===== config.mk =====
export PLATFORM = sky130hd
export DESIGN_NAME = ppc_printer_port
export DESIGN_NICKNAME = d
export VERILOG_FILES = /design/src/ppc_pkg.sv /design/src/ppc_printer_port.sv
export VERILOG_INCLUDE_DIRS = /design/src
export SDC_FILE = /design/constraint.sdc
export NUM_CORES = 1
export LEC_CHECK = 0
export BUFFER_PORTS_ARGS = -buffer_cell sky130_fd_sc_hd__buf_2
export CAP_MARGIN = 20
export CORE_AREA = 10 10 75 77
export CTS_CLUSTER_DIAMETER = 40
export DETAILED_ROUTE_END_ITERATION = 8
export DIE_AREA = 0 0 85 87
export PLACE_DENSITY = 0.73
export SLEW_MARGIN = 5
export SYNTH_ARGS = -nofsm -noshare
export SYNTH_HDL_FRONTEND = slang
export SYNTH_SLANG_ARGS = --single-unit

===== constraint.sdc =====
create_clock -name i_clk_sys -period 1.55 [get_ports i_clk_sys]
set_clock_uncertainty 0.05 [all_clocks]
set_input_delay 0.155 -clock i_clk_sys [delete_from_list [all_inputs] [get_ports i_clk_sys]]
set_output_delay 0.155 -clock i_clk_sys [all_outputs]
set_load 0.1 [all_outputs]

===== src/ppc_defines.svh =====
// Register offsets, field positions and reset values for the printer port controller
`ifndef PPC_DEFINES_SVH
`define PPC_DEFINES_SVH

`define PPC_ADDR_W          10
`define PPC_OFS_DATA        10'h0378
`define PPC_OFS_STATUS      10'h0379
`define PPC_OFS_CONTROL     10'h037A

`define PPC_CTL_STROBE      0
`define PPC_CTL_AUTO_FEED   1
`define PPC_CTL_INIT        2
`define PPC_CTL_SELECT_IN   3
`define PPC_CTL_IRQ_EN      4
`define PPC_CTL_RSV_LO      5
`define PPC_CTL_RSV_HI      6
`define PPC_CTL_DIR         7

`define PPC_ST_UNUSED_HI    2
`define PPC_ST_ERROR        3
`define PPC_ST_ONLINE       4
`define PPC_ST_PAPER        5
`define PPC_ST_ACK          6
`define PPC_ST_BUSY         7

`define PPC_CTL_WR_MASK     8'h009F
`define PPC_DATA_RESET      8'h0000
`define PPC_CTL_RESET       8'h0000
`define PPC_STATUS_LOW_ZERO 3'h0
`define PPC_RDATA_IDLE      8'h00
`define PPC_OE_RESET        1'b1
`define PPC_CTL_OUT_RESET   4'hF
`define PPC_IRQ_RESET       1'b0

`endif


===== src/ppc_pkg.sv =====
// Types shared by the printer port controller
`default_nettype none
package ppc_pkg;

   // Printer status inputs from the connector
   typedef struct packed {
      logic printer_occupied_flag;
      logic ack_n;
      logic paper_out_flag;
      logic printer_online_flag;
      logic error_n;
   } ppc_status_in_t;

   // Connector control outputs
   typedef struct packed {
      logic strobe_drive;
      logic auto_feed_drive;
      logic printer_init_drive;
      logic select_in_drive;
   } ppc_ctl_out_t;

endpackage : ppc_pkg
`default_nettype wire


===== src/ppc_printer_port.sv =====
// Printer port controller: data, status and control registers on the CPU I/O bus
// Summary of operation
// - A write to the data register latches a byte that is driven onto the connector data lines.
// - A read of the data register returns the levels now present on the connector data lines.
// - Status bit 7 is the inverted busy line and status bits 2 to 0 carry no information.
// - Status bits 6 to 3 pass acknowledge, paper-end, selected and error uninverted.
// - The control register is writable and readable.
// - Control bit 4 forwards the port interrupt request to the system when set and blocks it when clear.
// - Control bit 7 set turns the data drivers off for input, clear drives the data register out.
// - Control bit 0 drives the strobe line inverted.
// - Control bit 1 drives auto-feed inverted and reads back the inverted level returned from that line.
// - Control bit 2 drives the initialize line with the written polarity.
// - Control bit 3 drives select-in inverted and reads back the inverted level returned from the connector.
// - With bidirection disable low the direction bit is ignored and the data lines stay outputs.
`timescale 1ns/100ps
`default_nettype none
`include "ppc_defines.svh"

module ppc_printer_port (
   // Clock and reset
   input  wire logic                   i_clk_sys,
   input  wire logic                   i_rst,
   // CPU I/O port access
   input  wire logic [`PPC_ADDR_W-1:0] i_io_addr,
   input  wire logic                   i_io_wr,
   input  wire logic                   i_io_rd,
   input  wire logic [7:0]             i_io_wdata,
   output logic      [7:0]             o_io_rdata,
   // Connector data lines
   input  wire logic [7:0]             i_pd,
   output logic      [7:0]             o_pd,
   output logic                        o_pd_oe,
   // Connector status and returned control levels
   input  wire ppc_pkg::ppc_status_in_t i_status,
   input  wire logic                   i_auto_feed_ret,
   input  wire logic                   i_select_in_ret,
   // Connector control outputs
   output ppc_pkg::ppc_ctl_out_t       o_ctl,
   // Interrupt and direction strap
   input  wire logic                   i_port_irq,
   input  wire logic                   i_bidirection_disable,
   output logic                        o_sys_irq
);

   // Synchroniser stages for connector and strap inputs
   logic [7:0]              pd_s1_r;
   logic [7:0]              pd_s2_r;
   ppc_pkg::ppc_status_in_t st_s1_r;
   ppc_pkg::ppc_status_in_t st_s2_r;
   logic                    af_ret_s1_r;
   logic                    af_ret_s2_r;
   logic                    sel_ret_s1_r;
   logic                    sel_ret_s2_r;
   logic                    dis_s1_r;
   logic                    dis_s2_r;

   // Register file
   logic [7:0]              data_r;
   logic [7:0]              ctl_r;
   logic [7:0]              data_nxt;
   logic [7:0]              ctl_nxt;

   // Read path and output next values
   logic [7:0]              rd_mux;
   wire  [7:0]              status_byte;
   wire  [7:0]              ctl_byte;
   logic [7:0]              rdata_nxt;
   logic                    pd_oe_nxt;
   wire ppc_pkg::ppc_ctl_out_t ctl_out_nxt;
   logic                    sys_irq_nxt;

   // Pins are asynchronous; no reset here, the stages flush within two edges
   always_ff @(posedge i_clk_sys) begin
      pd_s1_r <= i_pd;
   end

   always_ff @(posedge i_clk_sys) begin
      pd_s2_r <= pd_s1_r;
   end

   always_ff @(posedge i_clk_sys) begin
      st_s1_r <= i_status;
   end

   always_ff @(posedge i_clk_sys) begin
      st_s2_r <= st_s1_r;
   end

   always_ff @(posedge i_clk_sys) begin
      af_ret_s1_r <= i_auto_feed_ret;
   end

   always_ff @(posedge i_clk_sys) begin
      af_ret_s2_r <= af_ret_s1_r;
   end

   always_ff @(posedge i_clk_sys) begin
      sel_ret_s1_r <= i_select_in_ret;
   end

   always_ff @(posedge i_clk_sys) begin
      sel_ret_s2_r <= sel_ret_s1_r;
   end

   always_ff @(posedge i_clk_sys) begin
      dis_s1_r <= i_bidirection_disable;
   end

   always_ff @(posedge i_clk_sys) begin
      dis_s2_r <= dis_s1_r;
   end

   // Address decode
   wire sel_data = (i_io_addr == `PPC_OFS_DATA);
   wire sel_stat = (i_io_addr == `PPC_OFS_STATUS);
   wire sel_ctl  = (i_io_addr == `PPC_OFS_CONTROL);
   wire wr_data  = i_io_wr & sel_data;
   wire wr_ctl   = i_io_wr & sel_ctl;

   assign data_nxt = wr_data ? i_io_wdata : data_r;
   // Reserved bits are masked on the way in so they always read as zero
   assign ctl_nxt  = wr_ctl ? (i_io_wdata & `PPC_CTL_WR_MASK) : ctl_r;

   always_ff @(posedge i_clk_sys) begin
      if (i_rst) begin
         data_r <= `PPC_DATA_RESET;
      end else begin
         data_r <= data_nxt;
      end
   end

   always_ff @(posedge i_clk_sys) begin
      if (i_rst) begin
         ctl_r <= `PPC_CTL_RESET;
      end else begin
         ctl_r <= ctl_nxt;
      end
   end

   // Strap low forces output; the direction bit is still stored so it applies once the strap rises
   wire dir_input = ctl_r[`PPC_CTL_DIR] & dis_s2_r;
   assign pd_oe_nxt = ~dir_input;

   // Status byte; ack is active low on the wire and passed as is
   assign status_byte[`PPC_ST_BUSY]          = ~st_s2_r.printer_occupied_flag;
   assign status_byte[`PPC_ST_ACK]           = st_s2_r.ack_n;
   assign status_byte[`PPC_ST_PAPER]         = st_s2_r.paper_out_flag;
   assign status_byte[`PPC_ST_ONLINE]        = st_s2_r.printer_online_flag;
   assign status_byte[`PPC_ST_ERROR]         = st_s2_r.error_n;
   assign status_byte[`PPC_ST_UNUSED_HI:0]   = `PPC_STATUS_LOW_ZERO;

   // Returned levels are the inverted wire, so they match the written bit when the line is healthy
   assign ctl_byte[`PPC_CTL_DIR]                     = ctl_r[`PPC_CTL_DIR];
   assign ctl_byte[`PPC_CTL_RSV_HI:`PPC_CTL_RSV_LO]  = ctl_r[`PPC_CTL_RSV_HI:`PPC_CTL_RSV_LO];
   assign ctl_byte[`PPC_CTL_IRQ_EN]                  = ctl_r[`PPC_CTL_IRQ_EN];
   assign ctl_byte[`PPC_CTL_SELECT_IN]               = ~sel_ret_s2_r;
   assign ctl_byte[`PPC_CTL_INIT]                    = ctl_r[`PPC_CTL_INIT];
   assign ctl_byte[`PPC_CTL_AUTO_FEED]               = ~af_ret_s2_r;
   assign ctl_byte[`PPC_CTL_STROBE]                  = ctl_r[`PPC_CTL_STROBE];

   always_comb begin
      if (sel_data) begin
         rd_mux = pd_s2_r;
      end else if (sel_stat) begin
         rd_mux = status_byte;
      end else if (sel_ctl) begin
         rd_mux = ctl_byte;
      end else begin
         rd_mux = `PPC_RDATA_IDLE;
      end
   end

   assign rdata_nxt = i_io_rd ? rd_mux : `PPC_RDATA_IDLE;

   assign ctl_out_nxt.strobe_drive       = ~ctl_r[`PPC_CTL_STROBE];
   assign ctl_out_nxt.auto_feed_drive    = ~ctl_r[`PPC_CTL_AUTO_FEED];
   assign ctl_out_nxt.printer_init_drive = ctl_r[`PPC_CTL_INIT];
   assign ctl_out_nxt.select_in_drive    = ~ctl_r[`PPC_CTL_SELECT_IN];
   assign sys_irq_nxt = i_port_irq & ctl_r[`PPC_CTL_IRQ_EN];

   // Every output comes straight from a flop
   always_ff @(posedge i_clk_sys) begin
      if (i_rst) begin
         o_io_rdata <= `PPC_RDATA_IDLE;
      end else begin
         o_io_rdata <= rdata_nxt;
      end
   end

   always_ff @(posedge i_clk_sys) begin
      if (i_rst) begin
         o_pd <= `PPC_DATA_RESET;
      end else begin
         o_pd <= data_r;
      end
   end

   always_ff @(posedge i_clk_sys) begin
      if (i_rst) begin
         o_pd_oe <= `PPC_OE_RESET;
      end else begin
         o_pd_oe <= pd_oe_nxt;
      end
   end

   always_ff @(posedge i_clk_sys) begin
      if (i_rst) begin
         o_ctl <= `PPC_CTL_OUT_RESET;
      end else begin
         o_ctl <= ctl_out_nxt;
      end
   end

   always_ff @(posedge i_clk_sys) begin
      if (i_rst) begin
         o_sys_irq <= `PPC_IRQ_RESET;
      end else begin
         o_sys_irq <= sys_irq_nxt;
      end
   end

endmodule : ppc_printer_port
`default_nettype wire


==> results.cfg <==
[power]
pwr-share-clk = 0.421
seqPwrFrac = 0.531
pwr-share-comb = 0.048
p_int_mw = 2.64
power_leakage_nw = 1.26
ir_drop_mv = 1.30
swShare = 0.224
power.net_switching_mw = 0.762
p_per_area_nw_per_um2 = 1250

[critical_path]
cp_max_fo = 1
critPathCaptureType = output pin
worstPathCellList = buf_2
path_buf_inv = 1
cp.arrival_ns = 1.09
worst-endpoint-required_ns = 1.34
cp_slowest_stage_delay_ns = 0.43
critical_path_class = register to output pin
start_kind = register
crit_slowest_cell = buf_2
cp_top_family = buffers and inverters

[cts]
root_buffer = clkbuf_8
cts_sinks = 68
cts_max_path_buffers = 2
hold_buffers = 17
cts_tree = yes
cts_resized = 0
post-cts-setup-buffers = 0
clkLatencyLatePin_ns = 0.34
cts_buffers = 9
cts_max_level = 3
clk_pin_slew_ns = 0.07

[routing]
vias = 1380
avgViaCountPerCell = 4.55
drtIter0Drc = 41
firstDrtPassIters = 4
post-route-drc-count = 0
routedWlPerCell_um = 13.4
drt_wl_total_mm = 4.07
ant_nets = 0

[synthesis]
seq_area_frac_synth = 0.683
synth_largest_area_cell = dfxtp_1
syn_inst = 159
synthTopCellsByCount = dfxtp_1, nand2b_1, mux2i_1, nor2_1, inv_1
yosys_warnings = 0
syn_avg_cell_area_um2 = 12.5
synth_top_cell_area_share = 0.683
syn-num-nets = 198
yosysMostFrequentCell = dfxtp_1
yosys.cell_types.count = 27
synth_edf_count = 0
ys_seq_elements = 68
ys.flop_type = dfxtp_1
synth_area_um2 = 1990
ys_async_sr_fraction = 0
synth_area_leaders = dfxtp_1, mux2i_1, nand2b_1

[floorplan]
rows = 24
io-pin-count = 61
die_w_um = 85
core-area_um2 = 4230
chipHeight_um = 87
die-area_um2 = 7400
start_util = 0.470

[final_layout]
syn_to_final_growth_pct = 36.4
fin_util = 0.642
nets = 285
drive_above_1_share = 0.343
stdcell_count = 303
n_antenna_cell = 0

[sta]
clock.fmax_mhz = 772
setup_viol = 0
worst_slew_pin_slew_ns = 0.496
fin_tns_setup_ns = 0
post-route-period-util = 0.836
holdWs_ns = 0.0561
final_max_slew_viol_count = 0
max_slew_margin = 0.672
layout_setup_ws_ns = 0.254
min_period_ns = 1.30
final_hold_viol_count = 0
rsz0062_at_grt = false

[hold_path]
hp-class = primary input to register

[grt]
grt_pass1_wl_mm = 6.89
antenna_found_initial = 0
track_usage = 0.119
grt_start_max_net_pins = 26
grt_pass1_vias = 1488
grt-ovfl-total = 0

[place]
place_congestion = 0.653
dp_worst_setup_slack_ns = 0.0472
hpwl_mm = 2.91
io_buffer_count = 60
place_inst = 270

[run]
cap_violations = 0

[outcome]
status = finished clean
[logic make-up (layout without fill, tap and decap cells)]
family,after synthesis,in the layout,share of synthesized area
multiplexers,18,18,0.0955
flip-flops,68,68,0.683
AO/OA/AOI/OAI,6,6,0.0176
buffers and inverters,13,105,0.0364
AND/OR/NAND/NOR,54,54,0.167
[worst reg2reg max path, delay by kind of cell (launching register included)]
| family | cells | cell delay [ns] |
|---|---|---|
| flops | 1 | 0.35 |
| simple gates | 1 | 0.06 |
| compound gates | 1 | 0.33 |
[worst paths after layout]
| check | startpoint | to | slack, ns | cells past startpoint |
|---|---|---|---|---|
| max | o_io_rdata[1] | o_io_rdata[1] | 0.25 | 1 |
| min | i_io_wdata[4] | ctl_r[4] | 0.06 | 3 |
| max reg2reg | ctl_r[4] | o_io_rdata[4] | 0.65 | 2 |
| min reg2reg | af_ret_s1_r | af_ret_s2_r | 0.28 | 0 |
[registers in the layout, indices dropped and copies added (netlist names)]
register	cells
st_s2_r	5
af_ret_s2_r	1
data_r	8
st_s1_r	5
o_sys_irq	1
pd_s1_r	8
o_pd	8
o_pd_oe	1
ctl_r	6
sel_ret_s1_r	1
pd_s2_r	8
o_io_rdata	8
dis_s2_r	1
af_ret_s1_r	1
o_ctl	4
sel_ret_s2_r	1
dis_s1_r	1
[area by class of cell]
| cell class | count | area, um^2 |
|---|---|---|
| multi-input cells | 78 | 558 |
| repair buffers | 82 | 508 |
| clock inverters | 7 | 75.1 |
| inverters | 7 | 26.3 |
| well taps | 52 | 65.1 |
| flip-flops and latches | 68 | 1360 |
| fillers | 338 | 1520 |
| clock buffers | 9 | 124 |
[power groups by stage]
stage | sequential, mW | clock (mW) | combinational, mW
2_1_floorplan | 1.85 | 0 | 0.0564
3_3_place_gp | 1.84 | 0 | 0.127
3_5_place_dp | 1.84 | 0 | 0.130
4_1_cts | 1.80 | 1.47 | 0.163
5_1_grt | 1.81 | 1.57 | 0.181
6_report | 1.80 | 1.43 | 0.163
[layout by cell type (no fill, tap or decap)]
master | Yosys | routed
or2_1 | 1 | 1
nand4bb_1 | 1 | 1
inv_1 | 7 | 7
nand2_1 | 4 | 4
nor4bb_1 | 1 | 1
and2_2 | 1 | 1
nand4_1 | 3 | 3
buf_2 | 1 | 60
mux2i_1 | 16 | 16
mux2_4 | 2 | 2
nand3b_1 | 1 | 1
nor2b_2 | 1 | 1
dlygate4sd3_1 | 0 | 17
buf_4 | 0 | 5
a21oi_1 | 3 | 3
bufinv_16 | 0 | 1
nor2_1 | 8 | 8
clkinv_2 | 0 | 1
inv_6 | 0 | 2
and4bb_2 | 1 | 1
a2111oi_1 | 1 | 1
clkinvlp_4 | 0 | 3
and2_1 | 2 | 2
nor4_1 | 2 | 2
and3b_1 | 1 | 1
clkbuf_8 | 0 | 9
nor3_1 | 2 | 2
o21ai_0 | 2 | 2
nand2b_1 | 18 | 18
and4_1 | 2 | 2
dfxtp_1 | 68 | 68
nor2b_1 | 5 | 5
[metrics by stage]
stage / instance area, um^2 / power, mW
after global placement: 2350 / 1.97
final: 2720 / 3.40
after CTS: 2720 / 3.44
after floorplan: 1990 / 1.91
after global routing: 2720 / 3.56
after detailed placement: 2350 / 1.97
[routing by layer]
layer / part of all wire / up-vias / track usage
met5: 0 / - / 0
met4: 0.019 / 0 / 0.0629
met3: 0.084 / 9 / 0.0646
met2: 0.49 / 50 / 0.192
met1: 0.41 / 627 / 0.123
li1: - / 694 / -
Power figures use the tool's default switching activity.
